--- src/common/tmcp_defines.vh ---
// Purpose: Shared constants of the sixteen-bit timer and capture core.
// Assumes: Included by bare name from every design file of the core.
// Notes:   Location codes are the low bits of the CPU byte address.
`ifndef TMCP_DEFINES_VH
`define TMCP_DEFINES_VH

// -------------------------------------------------------------------
// CPU byte locations
// -------------------------------------------------------------------
`define TMCP_LOC_CNT_LOW 3'h0
`define TMCP_LOC_CNT_HIGH 3'h1
`define TMCP_LOC_CAP_LOW 3'h2
`define TMCP_LOC_CAP_HIGH 3'h3
`define TMCP_LOC_CMPA_LOW 3'h4
`define TMCP_LOC_CMPA_HIGH 3'h5
`define TMCP_LOC_CMPB_LOW 3'h6
`define TMCP_LOC_CMPB_HIGH 3'h7

// -------------------------------------------------------------------
// Clock source select codes
// -------------------------------------------------------------------
`define TMCP_CS_STOP 3'h0
`define TMCP_CS_DIV1 3'h1
`define TMCP_CS_DIV8 3'h2
`define TMCP_CS_DIV64 3'h3
`define TMCP_CS_DIV256 3'h4
`define TMCP_CS_DIV1024 3'h5
`define TMCP_CS_EXT_FALL 3'h6
`define TMCP_CS_EXT_RISE 3'h7
`define TMCP_PRESCALE_W 10

// -------------------------------------------------------------------
// Waveform generation modes
// -------------------------------------------------------------------
`define TMCP_WGM_NORMAL 4'h0
`define TMCP_WGM_PC8 4'h1
`define TMCP_WGM_PC9 4'h2
`define TMCP_WGM_PC10 4'h3
`define TMCP_WGM_CTC_CMPA 4'h4
`define TMCP_WGM_FAST8 4'h5
`define TMCP_WGM_FAST9 4'h6
`define TMCP_WGM_FAST10 4'h7
`define TMCP_WGM_PFC_CAP 4'h8
`define TMCP_WGM_PFC_CMPA 4'h9
`define TMCP_WGM_PC_CAP 4'ha
`define TMCP_WGM_PC_CMPA 4'hb
`define TMCP_WGM_CTC_CAP 4'hc
`define TMCP_WGM_FAST_CAP 4'he
`define TMCP_WGM_FAST_CMPA 4'hf

// -------------------------------------------------------------------
// Count limits and reset values
// -------------------------------------------------------------------
`define TMCP_BOTTOM 16'h0000
`define TMCP_MAX 16'hffff
`define TMCP_TOP8 16'h00ff
`define TMCP_TOP9 16'h01ff
`define TMCP_TOP10 16'h03ff
`define TMCP_RST_WORD 16'h0000
`define TMCP_RST_BYTE 8'h00

`endif

--- src/core/tmcp_tick_gen.v ---
// Purpose: Builds the one-cycle timer tick from the selected clock source.
// Assumes: The external clock pin is asynchronous to clk.
// Notes:   The prescaler runs freely; a stopped select gives no tick.
`timescale 1ns/1ps
`include "tmcp_defines.vh"

module tmcp_tick_gen
(
   // Clock and reset.
   input wire clk,
   input wire reset_n,
   // Source selection.
   input wire [2:0] clock_source_select,
   // External clock pin, asynchronous.
   input wire ext_clock_pin,
   // One-cycle timer tick.
   output reg timer_tick
);

   reg [`TMCP_PRESCALE_W-1:0] presc_q; // Free-running prescaler.
   reg ext_s1_q; // First synchroniser stage.
   reg ext_s2_q; // Second synchroniser stage.
   reg ext_prev_q; // Delayed copy for edge detection.
   reg tick_d; // Next tick value.

   // ----------------------------------------------------------------
   // Prescaler and external pin synchroniser
   // ----------------------------------------------------------------
   // The first stage feeds only the second stage.
   always @(posedge clk or negedge reset_n)
   begin
      if (!reset_n)
      begin
         presc_q <= {`TMCP_PRESCALE_W{1'b0}};
         ext_s1_q <= 1'b0;
         ext_s2_q <= 1'b0;
         ext_prev_q <= 1'b0;
      end
      else
      begin
         presc_q <= presc_q + 1'b1;
         ext_s1_q <= ext_clock_pin;
         ext_s2_q <= ext_s1_q;
         ext_prev_q <= ext_s2_q;
      end
   end

   // ----------------------------------------------------------------
   // Tap selection
   // ----------------------------------------------------------------
   // Each tap fires once per wrap of its prescaler bits.
   always @*
   begin
      case (clock_source_select)
         `TMCP_CS_STOP: tick_d = 1'b0;
         `TMCP_CS_DIV1: tick_d = 1'b1;
         `TMCP_CS_DIV8: tick_d = &presc_q[2:0];
         `TMCP_CS_DIV64: tick_d = &presc_q[5:0];
         `TMCP_CS_DIV256: tick_d = &presc_q[7:0];
         `TMCP_CS_DIV1024: tick_d = &presc_q[9:0];
         `TMCP_CS_EXT_FALL: tick_d = ext_prev_q & ~ext_s2_q;
         `TMCP_CS_EXT_RISE: tick_d = ~ext_prev_q & ext_s2_q;
         default: tick_d = 1'b0;
      endcase
   end

   // Registered tick so the counter sees a clean pulse.
   always @(posedge clk or negedge reset_n)
   begin
      if (!reset_n)
      begin
         timer_tick <= 1'b0;
      end
      else
      begin
         timer_tick <= tick_d;
      end
   end

endmodule // tmcp_tick_gen

--- src/core/tmcp_core.v ---
// Purpose: Sixteen-bit up/down timer with input capture and byte access.
// Assumes: CPU strobes io_rd and io_wr are one-cycle pulses on clk.
// Notes:   Read data appears on io_rdata one cycle after the read strobe.
`timescale 1ns/1ps
`include "tmcp_defines.vh"

module tmcp_core
(
   // Clock and reset.
   input wire clk,
   input wire reset_n,
   // CPU byte port.
   input wire [2:0] io_addr,
   input wire io_rd,
   input wire io_wr,
   input wire [7:0] io_wdata,
   output reg [7:0] io_rdata,
   // Configuration.
   input wire [2:0] clock_source_select,
   input wire [3:0] waveform_gen_mode,
   input wire capture_edge_rising,
   input wire capture_from_comparator,
   input wire capture_irq_enable,
   input wire overflow_irq_enable,
   // Flag clears and interrupt service.
   input wire capture_flag_clear,
   input wire overflow_flag_clear,
   input wire capture_irq_ack,
   input wire overflow_irq_ack,
   // Asynchronous pins.
   input wire ext_clock_pin,
   input wire capture_pin,
   input wire comparator_output,
   // Status.
   output reg [15:0] timer_count,
   output reg count_down,
   output reg top_hit,
   output reg bottom_hit,
   output reg overflow_flag,
   output reg capture_flag,
   output reg overflow_irq,
   output reg capture_irq
);

   // ----------------------------------------------------------------
   // Declarations
   // ----------------------------------------------------------------
   wire timer_tick; // One-cycle tick from the clock select logic.
   reg [7:0] hold_q; // Shared high-byte holding register.
   reg [15:0] cap_q; // Capture register.
   reg [15:0] cmpa_q; // Compare value A.
   reg [15:0] cmpb_q; // Compare value B.
   reg [15:0] cnt_d; // Next counter value.
   reg dir_d; // Next direction, high for down.
   reg ovf_set; // Overflow event this cycle.
   reg [15:0] top_val; // Sequence maximum for the mode.
   reg dual_slope; // Mode counts up then down.
   reg fast_mode; // Single slope, overflow at TOP.
   reg cap_is_top; // Capture register defines TOP.
   reg icp_s1_q; // Capture pin first stage.
   reg icp_s2_q; // Capture pin second stage.
   reg aco_s1_q; // Comparator first stage.
   reg aco_s2_q; // Comparator second stage.
   reg src_prev_q; // Last selected capture source level.
   wire src_now; // Selected capture source level.
   wire cap_edge; // Matching edge seen.
   wire cap_trig; // Capture taken this cycle.
   wire wr_cnt_low; // CPU writes counter low byte.
   wire cap_flag_d; // Next capture flag.
   wire ovf_flag_d; // Next overflow flag.

   assign wr_cnt_low = io_wr && (io_addr == `TMCP_LOC_CNT_LOW);

   // ----------------------------------------------------------------
   // Timer tick generation
   // ----------------------------------------------------------------
   tmcp_tick_gen u_tick
   (
      .clk(clk),
      .reset_n(reset_n),
      .clock_source_select(clock_source_select),
      .ext_clock_pin(ext_clock_pin),
      .timer_tick(timer_tick)
   );

   // ----------------------------------------------------------------
   // Mode decode
   // ----------------------------------------------------------------
   // The four mode bits fix TOP, slope and overflow point.
   always @*
   begin
      top_val = `TMCP_MAX;
      dual_slope = 1'b0;
      fast_mode = 1'b0;
      cap_is_top = 1'b0;
      case (waveform_gen_mode)
         `TMCP_WGM_NORMAL: top_val = `TMCP_MAX;
         `TMCP_WGM_PC8:
         begin
            top_val = `TMCP_TOP8;
            dual_slope = 1'b1;
         end
         `TMCP_WGM_PC9:
         begin
            top_val = `TMCP_TOP9;
            dual_slope = 1'b1;
         end
         `TMCP_WGM_PC10:
         begin
            top_val = `TMCP_TOP10;
            dual_slope = 1'b1;
         end
         `TMCP_WGM_CTC_CMPA: top_val = cmpa_q;
         `TMCP_WGM_FAST8:
         begin
            top_val = `TMCP_TOP8;
            fast_mode = 1'b1;
         end
         `TMCP_WGM_FAST9:
         begin
            top_val = `TMCP_TOP9;
            fast_mode = 1'b1;
         end
         `TMCP_WGM_FAST10:
         begin
            top_val = `TMCP_TOP10;
            fast_mode = 1'b1;
         end
         `TMCP_WGM_PFC_CAP, `TMCP_WGM_PC_CAP:
         begin
            top_val = cap_q;
            dual_slope = 1'b1;
            cap_is_top = 1'b1;
         end
         `TMCP_WGM_PFC_CMPA, `TMCP_WGM_PC_CMPA:
         begin
            top_val = cmpa_q;
            dual_slope = 1'b1;
         end
         `TMCP_WGM_CTC_CAP:
         begin
            top_val = cap_q;
            cap_is_top = 1'b1;
         end
         `TMCP_WGM_FAST_CAP:
         begin
            top_val = cap_q;
            fast_mode = 1'b1;
            cap_is_top = 1'b1;
         end
         `TMCP_WGM_FAST_CMPA:
         begin
            top_val = cmpa_q;
            fast_mode = 1'b1;
         end
         default: top_val = `TMCP_MAX; // Reserved mode counts like normal.
      endcase
   end

   // ----------------------------------------------------------------
   // Counter next state
   // ----------------------------------------------------------------
   // A CPU low-byte write wins over any tick in the same cycle.
   always @*
   begin
      cnt_d = timer_count;
      dir_d = count_down;
      ovf_set = 1'b0;
      if (wr_cnt_low)
      begin
         cnt_d = {hold_q, io_wdata};
      end
      else if (timer_tick)
      begin
         if (dual_slope)
         begin
            if (!count_down)
            begin
               if (timer_count >= top_val)
               begin
                  dir_d = 1'b1;
                  cnt_d = timer_count - 1'b1;
               end
               else
               begin
                  cnt_d = timer_count + 1'b1;
               end
            end
            else if (timer_count == `TMCP_BOTTOM)
            begin
               dir_d = 1'b0;
               cnt_d = timer_count + 1'b1;
               ovf_set = 1'b1;
            end
            else
            begin
               cnt_d = timer_count - 1'b1;
            end
         end
         else
         begin
            dir_d = 1'b0;
            if (timer_count == top_val)
            begin
               cnt_d = `TMCP_BOTTOM;
            end
            else
            begin
               cnt_d = timer_count + 1'b1;
            end
            // Fast modes flag at TOP; normal and clear modes at MAX.
            ovf_set = fast_mode ? (timer_count == top_val)
                                : (timer_count == `TMCP_MAX);
         end
      end
   end

   // Counter, direction and TOP/BOTTOM indications.
   always @(posedge clk or negedge reset_n)
   begin
      if (!reset_n)
      begin
         timer_count <= `TMCP_RST_WORD;
         count_down <= 1'b0;
         top_hit <= 1'b0;
         bottom_hit <= 1'b0;
      end
      else
      begin
         timer_count <= cnt_d;
         count_down <= dir_d;
         top_hit <= (cnt_d == top_val);
         bottom_hit <= (cnt_d == `TMCP_BOTTOM);
      end
   end

   // ----------------------------------------------------------------
   // Capture source synchronisers and edge detect
   // ----------------------------------------------------------------
   // Both sources are synchronised; switching source can itself
   // look like an edge, which software must clear afterwards.
   always @(posedge clk or negedge reset_n)
   begin
      if (!reset_n)
      begin
         icp_s1_q <= 1'b0;
         icp_s2_q <= 1'b0;
         aco_s1_q <= 1'b0;
         aco_s2_q <= 1'b0;
         src_prev_q <= 1'b0;
      end
      else
      begin
         icp_s1_q <= capture_pin;
         icp_s2_q <= icp_s1_q;
         aco_s1_q <= comparator_output;
         aco_s2_q <= aco_s1_q;
         src_prev_q <= src_now;
      end
   end

   assign src_now = capture_from_comparator ? aco_s2_q : icp_s2_q;
   assign cap_edge = capture_edge_rising ? (src_now & ~src_prev_q)
                                         : (~src_now & src_prev_q);
   // Capture is off while the capture register sets TOP.
   assign cap_trig = cap_edge & ~cap_is_top;

   // ----------------------------------------------------------------
   // Holding register, capture and compare registers
   // ----------------------------------------------------------------
   // Every high-location write lands in the holding register only.
   always @(posedge clk or negedge reset_n)
   begin
      if (!reset_n)
      begin
         hold_q <= `TMCP_RST_BYTE;
         cap_q <= `TMCP_RST_WORD;
         cmpa_q <= `TMCP_RST_WORD;
         cmpb_q <= `TMCP_RST_WORD;
      end
      else
      begin
         if (io_wr)
         begin
            case (io_addr)
               `TMCP_LOC_CNT_HIGH, `TMCP_LOC_CAP_HIGH,
               `TMCP_LOC_CMPA_HIGH, `TMCP_LOC_CMPB_HIGH:
                  hold_q <= io_wdata;
               `TMCP_LOC_CAP_LOW:
                  if (cap_is_top)
                  begin
                     cap_q <= {hold_q, io_wdata};
                  end
               `TMCP_LOC_CMPA_LOW: cmpa_q <= {hold_q, io_wdata};
               `TMCP_LOC_CMPB_LOW: cmpb_q <= {hold_q, io_wdata};
               default: hold_q <= hold_q;
            endcase
         end
         else if (io_rd)
         begin
            if (io_addr == `TMCP_LOC_CNT_LOW)
            begin
               hold_q <= timer_count[15:8];
            end
            else if (io_addr == `TMCP_LOC_CAP_LOW)
            begin
               hold_q <= cap_q[15:8];
            end
         end
         if (cap_trig)
         begin
            cap_q <= timer_count;
         end
      end
   end

   // ----------------------------------------------------------------
   // Read data
   // ----------------------------------------------------------------
   // Compare locations return both bytes directly.
   always @(posedge clk or negedge reset_n)
   begin
      if (!reset_n)
      begin
         io_rdata <= `TMCP_RST_BYTE;
      end
      else if (io_rd)
      begin
         case (io_addr)
            `TMCP_LOC_CNT_LOW: io_rdata <= timer_count[7:0];
            `TMCP_LOC_CNT_HIGH: io_rdata <= hold_q;
            `TMCP_LOC_CAP_LOW: io_rdata <= cap_q[7:0];
            `TMCP_LOC_CAP_HIGH: io_rdata <= hold_q;
            `TMCP_LOC_CMPA_LOW: io_rdata <= cmpa_q[7:0];
            `TMCP_LOC_CMPA_HIGH: io_rdata <= cmpa_q[15:8];
            `TMCP_LOC_CMPB_LOW: io_rdata <= cmpb_q[7:0];
            `TMCP_LOC_CMPB_HIGH: io_rdata <= cmpb_q[15:8];
            default: io_rdata <= `TMCP_RST_BYTE;
         endcase
      end
   end

   // ----------------------------------------------------------------
   // Flags and interrupt requests
   // ----------------------------------------------------------------
   // A new event in the clearing cycle keeps the flag set.
   assign cap_flag_d = cap_trig
      | (capture_flag & ~capture_flag_clear & ~capture_irq_ack);
   assign ovf_flag_d = ovf_set
      | (overflow_flag & ~overflow_flag_clear & ~overflow_irq_ack);

   always @(posedge clk or negedge reset_n)
   begin
      if (!reset_n)
      begin
         capture_flag <= 1'b0;
         overflow_flag <= 1'b0;
         capture_irq <= 1'b0;
         overflow_irq <= 1'b0;
      end
      else
      begin
         capture_flag <= cap_flag_d;
         overflow_flag <= ovf_flag_d;
         capture_irq <= cap_flag_d & capture_irq_enable;
         overflow_irq <= ovf_flag_d & overflow_irq_enable;
      end
   end

endmodule // tmcp_core

--- config.mk ---
export PLATFORM = sky130hd
export DESIGN_NAME = tmcp_core
export DESIGN_NICKNAME = d
export VERILOG_FILES = /design/src/core/tmcp_tick_gen.v /design/src/core/tmcp_core.v
export VERILOG_INCLUDE_DIRS = /design/src /design/src/common
export SDC_FILE = /design/constraint.sdc
export NUM_CORES = 1
export LEC_CHECK = 0
export ABC_AREA = 1
export BUFFER_PORTS_ARGS = -buffer_cell sky130_fd_sc_hd__buf_2
export CAP_MARGIN = 10
export CORE_MARGIN = 4
export CORE_UTILIZATION = 64
export CTS_CLUSTER_DIAMETER = 80
export DETAILED_ROUTE_END_ITERATION = 8
export MAX_ROUTING_LAYER = met4
export PLACE_DENSITY = 0.85
export SLEW_MARGIN = 20
export SYNTH_ARGS = -nofsm -noshare
export SYNTH_HDL_FRONTEND = slang
export SYNTH_SLANG_ARGS = --single-unit
--- constraint.sdc ---
create_clock -name clk -period 6.2 [get_ports clk]
set_clock_uncertainty 0.1 [all_clocks]
set_input_delay 0.62 -clock clk [delete_from_list [all_inputs] [get_ports clk]]
set_output_delay 0.62 -clock clk [all_outputs]
set_load 0.005 [all_outputs]
; ---- Yosys cells after proc, flatten, opt, wreduce, memory -nomap -nowiden
; Index checks and enable logic that the tools add are counted.
[classes]
add_sub_neg = 3
n_mul = 0
div_mod_pow = 0
magnitude_cmp = 1
eq_ne = 32
shifts = 0
mux = 34
bitwise_logic = 23
n_reduce_logical = 28
[op_table]
columns = cell, n
row1 = 16-bit two-way mux, 11
row2 = 16-bit one-hot mux with 5 select lines, 1
row3 = 8-bit one-hot mux with 7 select lines, 1
row4 = 8-bit two-way mux, 5
row5 = 16-bit equality test, 2
row6 = 16-bit logical NOT, 2
row7 = 4-bit equality test (second input constant), 7
row8 = 3-bit equality test (second input constant), 8
row9 = 16-bit by 1-bit adder with 16-bit output (second input constant), 1
row10 = 16-bit equality test (second input constant), 1
row11 = 4-bit by 3-bit equality test with 1-bit output (second input constant), 4
row12 = 16-bit greater-or-equal comparator, 1
row13 = 16-bit by 1-bit subtractor with 16-bit output (second input constant), 1
row14 = 1-bit two-way mux, 15
row15 = 3-bit by 2-bit equality test with 1-bit output (second input constant), 4
row16 = 4-bit OR reduction, 3
row17 = 1-bit AND, 11
row18 = 10-bit by 1-bit adder with 10-bit output (second input constant), 1
row19 = 1-bit inverter, 10
row20 = 10-bit AND reduction, 1
row21 = 3-bit AND reduction, 3
row22 = 4-bit by 2-bit equality test with 1-bit output (second input constant), 2
row23 = 1-bit one-hot mux with 8 select lines, 1
row24 = 8-bit AND reduction, 1
row25 = other kinds (13), 24
[totals]
regBits = 106
latch_bits = 0
ramBits = 0
rom_bits = 0
input_bits = 33
out_inout_bits = 31
elab_cells = 144
mem_count = 0

; ---- Depth between registers and ports, before layout
[depth]
word_depth = 10
mapped_depth = 32
depth_no_buf = 31

; ---- Hierarchy
; A second synthesis with hierarchy kept.
[hier_totals]
hier_cells = 927
area_unflattened_um2 = 6917.9
[modules_own_cells]
columns = module, instances, cells_per_inst, area_each_um2
row1 = tmcp_core, 1, 868, 6287.3
row2 = tmcp_tick_gen, 1, 59, 630.6

; ---- Least setup slack after synthesis
; No wires, ideal clock.
[synth_path]
kind = in2reg
start = in waveform_gen_mode[3]
end = reg top_hit
setup_time_ns = 0.071
arrival_ns = 3.164
required_time_ns = 6.029
path_slack_ns = 2.864
stages = 22
path_buffers = 2
cell_sequence = nand2_1 -> o21bai_1 -> nand2_1 -> buf_6 -> a221oi_1 -> ha_1 -> nand2_1 -> nor2_1 -> nand2_1 -> nor2_1 -> a21boi_0 -> buf_2 -> nand3_1 -> nand2_1 -> nand2_2 -> nand2_1 -> nand2_1 -> nor2_1 -> nand2_1 -> nor2_1 -> nand2_1 -> nor2_1
[synth_between]
elab_chain_cells = 10
[synth_lines]
columns = item, line_no
row1 = from (decl), tmcp_core.v:20  ; input wire [3:0] waveform_gen_mode,
row2 = "4-bit equality test, or another cell as far along", tmcp_core.v:96  ; case (waveform_gen_mode)
row3 = 4-bit OR reduction (no source line) or 2-bit OR reduction (tied branches), -
row4 = 16-bit one-hot mux with 5 select lines, tmcp_core.v:96
row5 = 16-bit greater-or-equal comparator, tmcp_core.v:179  ; if (timer_count >= top_val)
row6 = 16-bit two-way mux, tmcp_core.v:179
row7 = 16-bit two-way mux, tmcp_core.v:177  ; if (!count_down)
row8 = 16-bit two-way mux, tmcp_core.v:175  ; if (dual_slope)
row9 = 16-bit two-way mux, tmcp_core.v:173  ; else if (timer_tick)
row10 = 16-bit two-way mux, tmcp_core.v:169  ; if (wr_cnt_low)
row11 = 16-bit equality test *, tmcp_core.v:232  ; top_hit <= (cnt_d == top_val);
row12 = to (signal assigned), tmcp_core.v:232
row13 = to (decl), tmcp_core.v:37  ; output reg top_hit,
; Mark *: on every way between the ends. The rest lies on a longest branch, timed or not.
; A chain may end at the register's enable or synchronous reset.

; ---- Final worst setup path
[layout_path]
start = in waveform_gen_mode[3]
end = reg bottom_hit
[layout_between]
elab_chain_cells = 10
[layout_lines]
columns = item, line_no
row1 = "4-bit equality test, or another cell as far along", tmcp_core.v:96
row2 = 4-bit OR reduction (no source line) or 2-bit OR reduction (tied branches), -
row3 = 16-bit one-hot mux with 5 select lines, tmcp_core.v:96
row4 = 16-bit greater-or-equal comparator, tmcp_core.v:179
row5 = 16-bit two-way mux, tmcp_core.v:179
row6 = 16-bit two-way mux, tmcp_core.v:177
row7 = 16-bit two-way mux *, tmcp_core.v:175
row8 = 16-bit two-way mux *, tmcp_core.v:173
row9 = 16-bit two-way mux *, tmcp_core.v:169
row10 = named net cnt_d[1], tmcp_core.v:53  ; reg [15:0] cnt_d;
row11 = 16-bit logical NOT (no source line) *, -
row12 = to (signal assigned), tmcp_core.v:233  ; bottom_hit <= (cnt_d == `TMCP_BOTTOM);
row13 = to (decl), tmcp_core.v:38  ; output reg bottom_hit,
; The timed path passes the listed nets; every way through them passes the cells marked *.

==> reports/metrics.csv <==
stage;metric;value;unit
logic_synthesis;synth_flop_cell;dfrtp_1;
drt;routed_wl;19900;um
layout;syn2layout_area_growth;6.48;%
pwr;cellLeakagePower;3.83;nW
clock_network;h-tree-depth;3;
critical_path;slowest_stage;nor2_1;
timing;rsz0062_at_grt;false;
timing;fmax;229;MHz
outcome;status;finished, final reports clean;
pwr;power;2.65;mW
logic_synthesis;ys_seq_elements;106;
critical_path;cp_cell_sequence;buf_2, inv_1, nor2_1, inv_1, nand2_1, inv_1, nor2_1, inv_1, ha_1, nand2_1, nor2_1, nand2_1, o21ai_1, nor2_1, nand2_2, nand2_4, nand2_1, nand3_1, nand2_1, nand2_2, nor4_1, nand2_1, nor2_1;
critical_path;cp_max_fo;20;
timing;fin_crit_sh;0.703;
placed_design;place_congestion;1.00;
critical_path;timing.rr.end;bottom_hit;
floorplan;coreArea;10500;um2
floorplan;fp.dieH;112;um
drt;vias;6666;
global_routing;antenna_found_initial;0;
placed_design;port-buffer-count;63;
drt;ant_nets;0;
logic_synthesis;syn_area_per_cell;7.49;um2
critical_path;rr_startpoint;cmpa_q[9];
clock_network;clk_pin_slew_worst_paths;0.11;ns
logic_synthesis;synth-edff-count;0;
logic_synthesis;yosysWarnings;0;
logic_synthesis;synthArstFlopShare;1.00;
timing;min_period;4.36;ns
drt;drcViolationCount;0;
logic_synthesis;yosys.area.top_type;dfrtp_1;
global_routing;grt_pass1_vias;6273;
critical_path;critPathLaunchType;primary input;
clock_network;hold_buffers;0;
floorplan;rows;37;
timing;slew-limit-headroom;0.291;
critical_path;crit_path_end_kind;register;
placed_design;hpwl;14900;um
clock_network;cts_made_buffers;9;
drt;drtPass1Iterations;6;
clock_network;cts_tree;done;
clock_network;cts_resized;0;
drt;dr.first_iter.drc_count;880;
run;cap_violations;0;
pwr;irDropWorstVdd;229;uV
critical_path;critPathMaxStageDelay;0.67;ns
timing;tightest_slew;1.06;ns
pwr;powerDensity;357;nW/um2
global_routing;gr-total-overflow;0;
drt;wl_met3;2080;um
logic_synthesis;syn_nets;985;
layout;final_util;0.710;
floorplan;io_pins;64;
clock_network;insertion_delay;0.39;ns
timing;hold_viol_final;0;
critical_path;cpMostUsedCell;nand2_1;
drt;routed_via_density;5.98;
layout;nNetsFinal;1027;
logic_synthesis;yosysTopAreaCellShare;0.380;
layout;n_antenna_cell;0;
drt;route.met2.wl;8900;um
placed_design;placed_area;7250;um2
critical_path;ff2ff_setup_slack;2.85;ns
layout;drive_above_1_share;0.138;
critical_path;rr_worst_depth;19;
critical_path;crit_arrival;4.59;ns
drt;highest_layer;met4;
min_path;min_path_type;in -> async;
timing;report.final.slew_viol_count;0;
placed_design;dp.cells;1098;
floorplan;die_area;12600;um2
layout;design_area;7430;um2
clock_network;cts_buffer_depth;2;
layout;layout_commonest_cell;nand2_1;
clock_network;cts_root_buf;clkbuf_8;
layout;n_fill_cell;918;
logic_synthesis;synth_area_leaders;dfrtp_1, nand2_1, inv_1, o21ai_0, nand3_1;
logic_synthesis;synthDistinctLibCells;52;
floorplan;die_w;112;um
logic_synthesis;synthCells;931;
timing;setup_tns;0;ns
drt;routedWlPerCell;17.9;um
global_routing;grt_max_degree;65;
logic_synthesis;syn-cell-area;6980;um2
floorplan;initial_utilization;0.667;
clock_network;cts_sinks;106;
clock_network;postCtsSetupBuffers;0;
global_routing;track_usage;0.336;
logic_synthesis;yosysSeqAreaShare;0.380;
layout;fin_cells;1114;
layout;layout_common_cells;nand2_1, inv_1, dfrtp_1, o21ai_0, buf_2;
drt;wl_met1;8460;um
critical_path;cp.required;6.42;ns
critical_path;path_class;in -> reg;
global_routing;grt_pass1_wl;32800;um
timing;final-setup-viol-count;0;
worst max-delay path by stage:
stage,start,end,slack (ns),cells past startpoint
global route,waveform_gen_mode[3],top_hit,1.39,27
CTS,waveform_gen_mode[3],bottom_hit,1.89,23
finish,waveform_gen_mode[3],bottom_hit,1.84,23
floorplan,waveform_gen_mode[3],top_hit,2.86,22
detailed placement,waveform_gen_mode[3],bottom_hit,1.52,23
global placement,waveform_gen_mode[3],bottom_hit,1.63,23
flip-flops by register name (all words and copies together) (netlist names), 8 cells and up:
name	flops
cap_q	16
cmpa_q	16
cmpb_q	16
hold_q	8
io_rdata	8
timer_count	16
u_tick.presc_q	10
report_power, final:
group / internal, mW / total (mW) / leakage (nW) / switching, mW
Clock: 0.153 / 0.409 / 0.0864 / 0.255
Sequential: 0.851 / 1.13 / 1.32 / 0.275
Combinational: 0.407 / 1.12 / 2.42 / 0.712
Total: 1.41 / 2.65 / 3.83 / 1.24
synth_stat cells (all sizes together) (3+ instances only):
master,n
a21boi,5
nand3,56
clkbuf,16
o211ai,15
ha,21
nor2,70
o2111ai,3
o221ai,18
a22oi,9
dfrtp,106
xor2,22
a221oi,8
nor3,16
o22ai,8
xnor2,4
inv,143
buf,19
o21ai,89
nand2,253
nand3b,4
nand4,11
a21oi,18
per-stage QoR:
stage | hold slack (ns) | setup WS [ns]
finish | 0.106 | 1.84
global route | 0.133 | 1.39
CTS | 0.119 | 1.89
detailed placement | 0.238 | 1.52
global placement | 0.235 | 1.63
floorplan | 0.224 | 2.86
cell type report:
cell class              count  area [um2]  share of cell area
clock buffers              11         131              0.0177
clock inverters             5        45.0             0.00606
well taps                 136         170              0.0229
repair buffers             67         348              0.0468
inverters                 145         552              0.0743
flip-flops and latches    106        2650               0.357
multi-input cells         644        3530               0.475
kinds of logic (layout without fill, tap and decap cells):
family	Yosys count	after routing	synth area share
AO/OA/AOI/OAI	181	181	0.164
XOR/XNOR	26	26	0.0326
adder cells (fa/ha/maj)	21	21	0.0377
buffers and inverters	181	228	0.114
flip-flops	106	106	0.380
multiplexers	1	1	0.00161
AND/OR/NAND/NOR	415	415	0.270
worst max-delay path, delay by kind of cell:
kind	cells	cell delay [ns]
adder cells (fa/ha/maj)	1	0.27
AO/OA/AOI/OAI	1	0.16
AND/OR/NAND/NOR	16	2.77
buffers and inverters	5	0.73
per-layer routing:
metal / track usage / up-vias
li1: - / 3127
met5: - / -
met3: 0.0922 / 58
met1: 0.454 / 3096
met2: 0.503 / 385
met4: 0.0905 / 0
No activity file was read; power rests on OpenSTA's default activity.
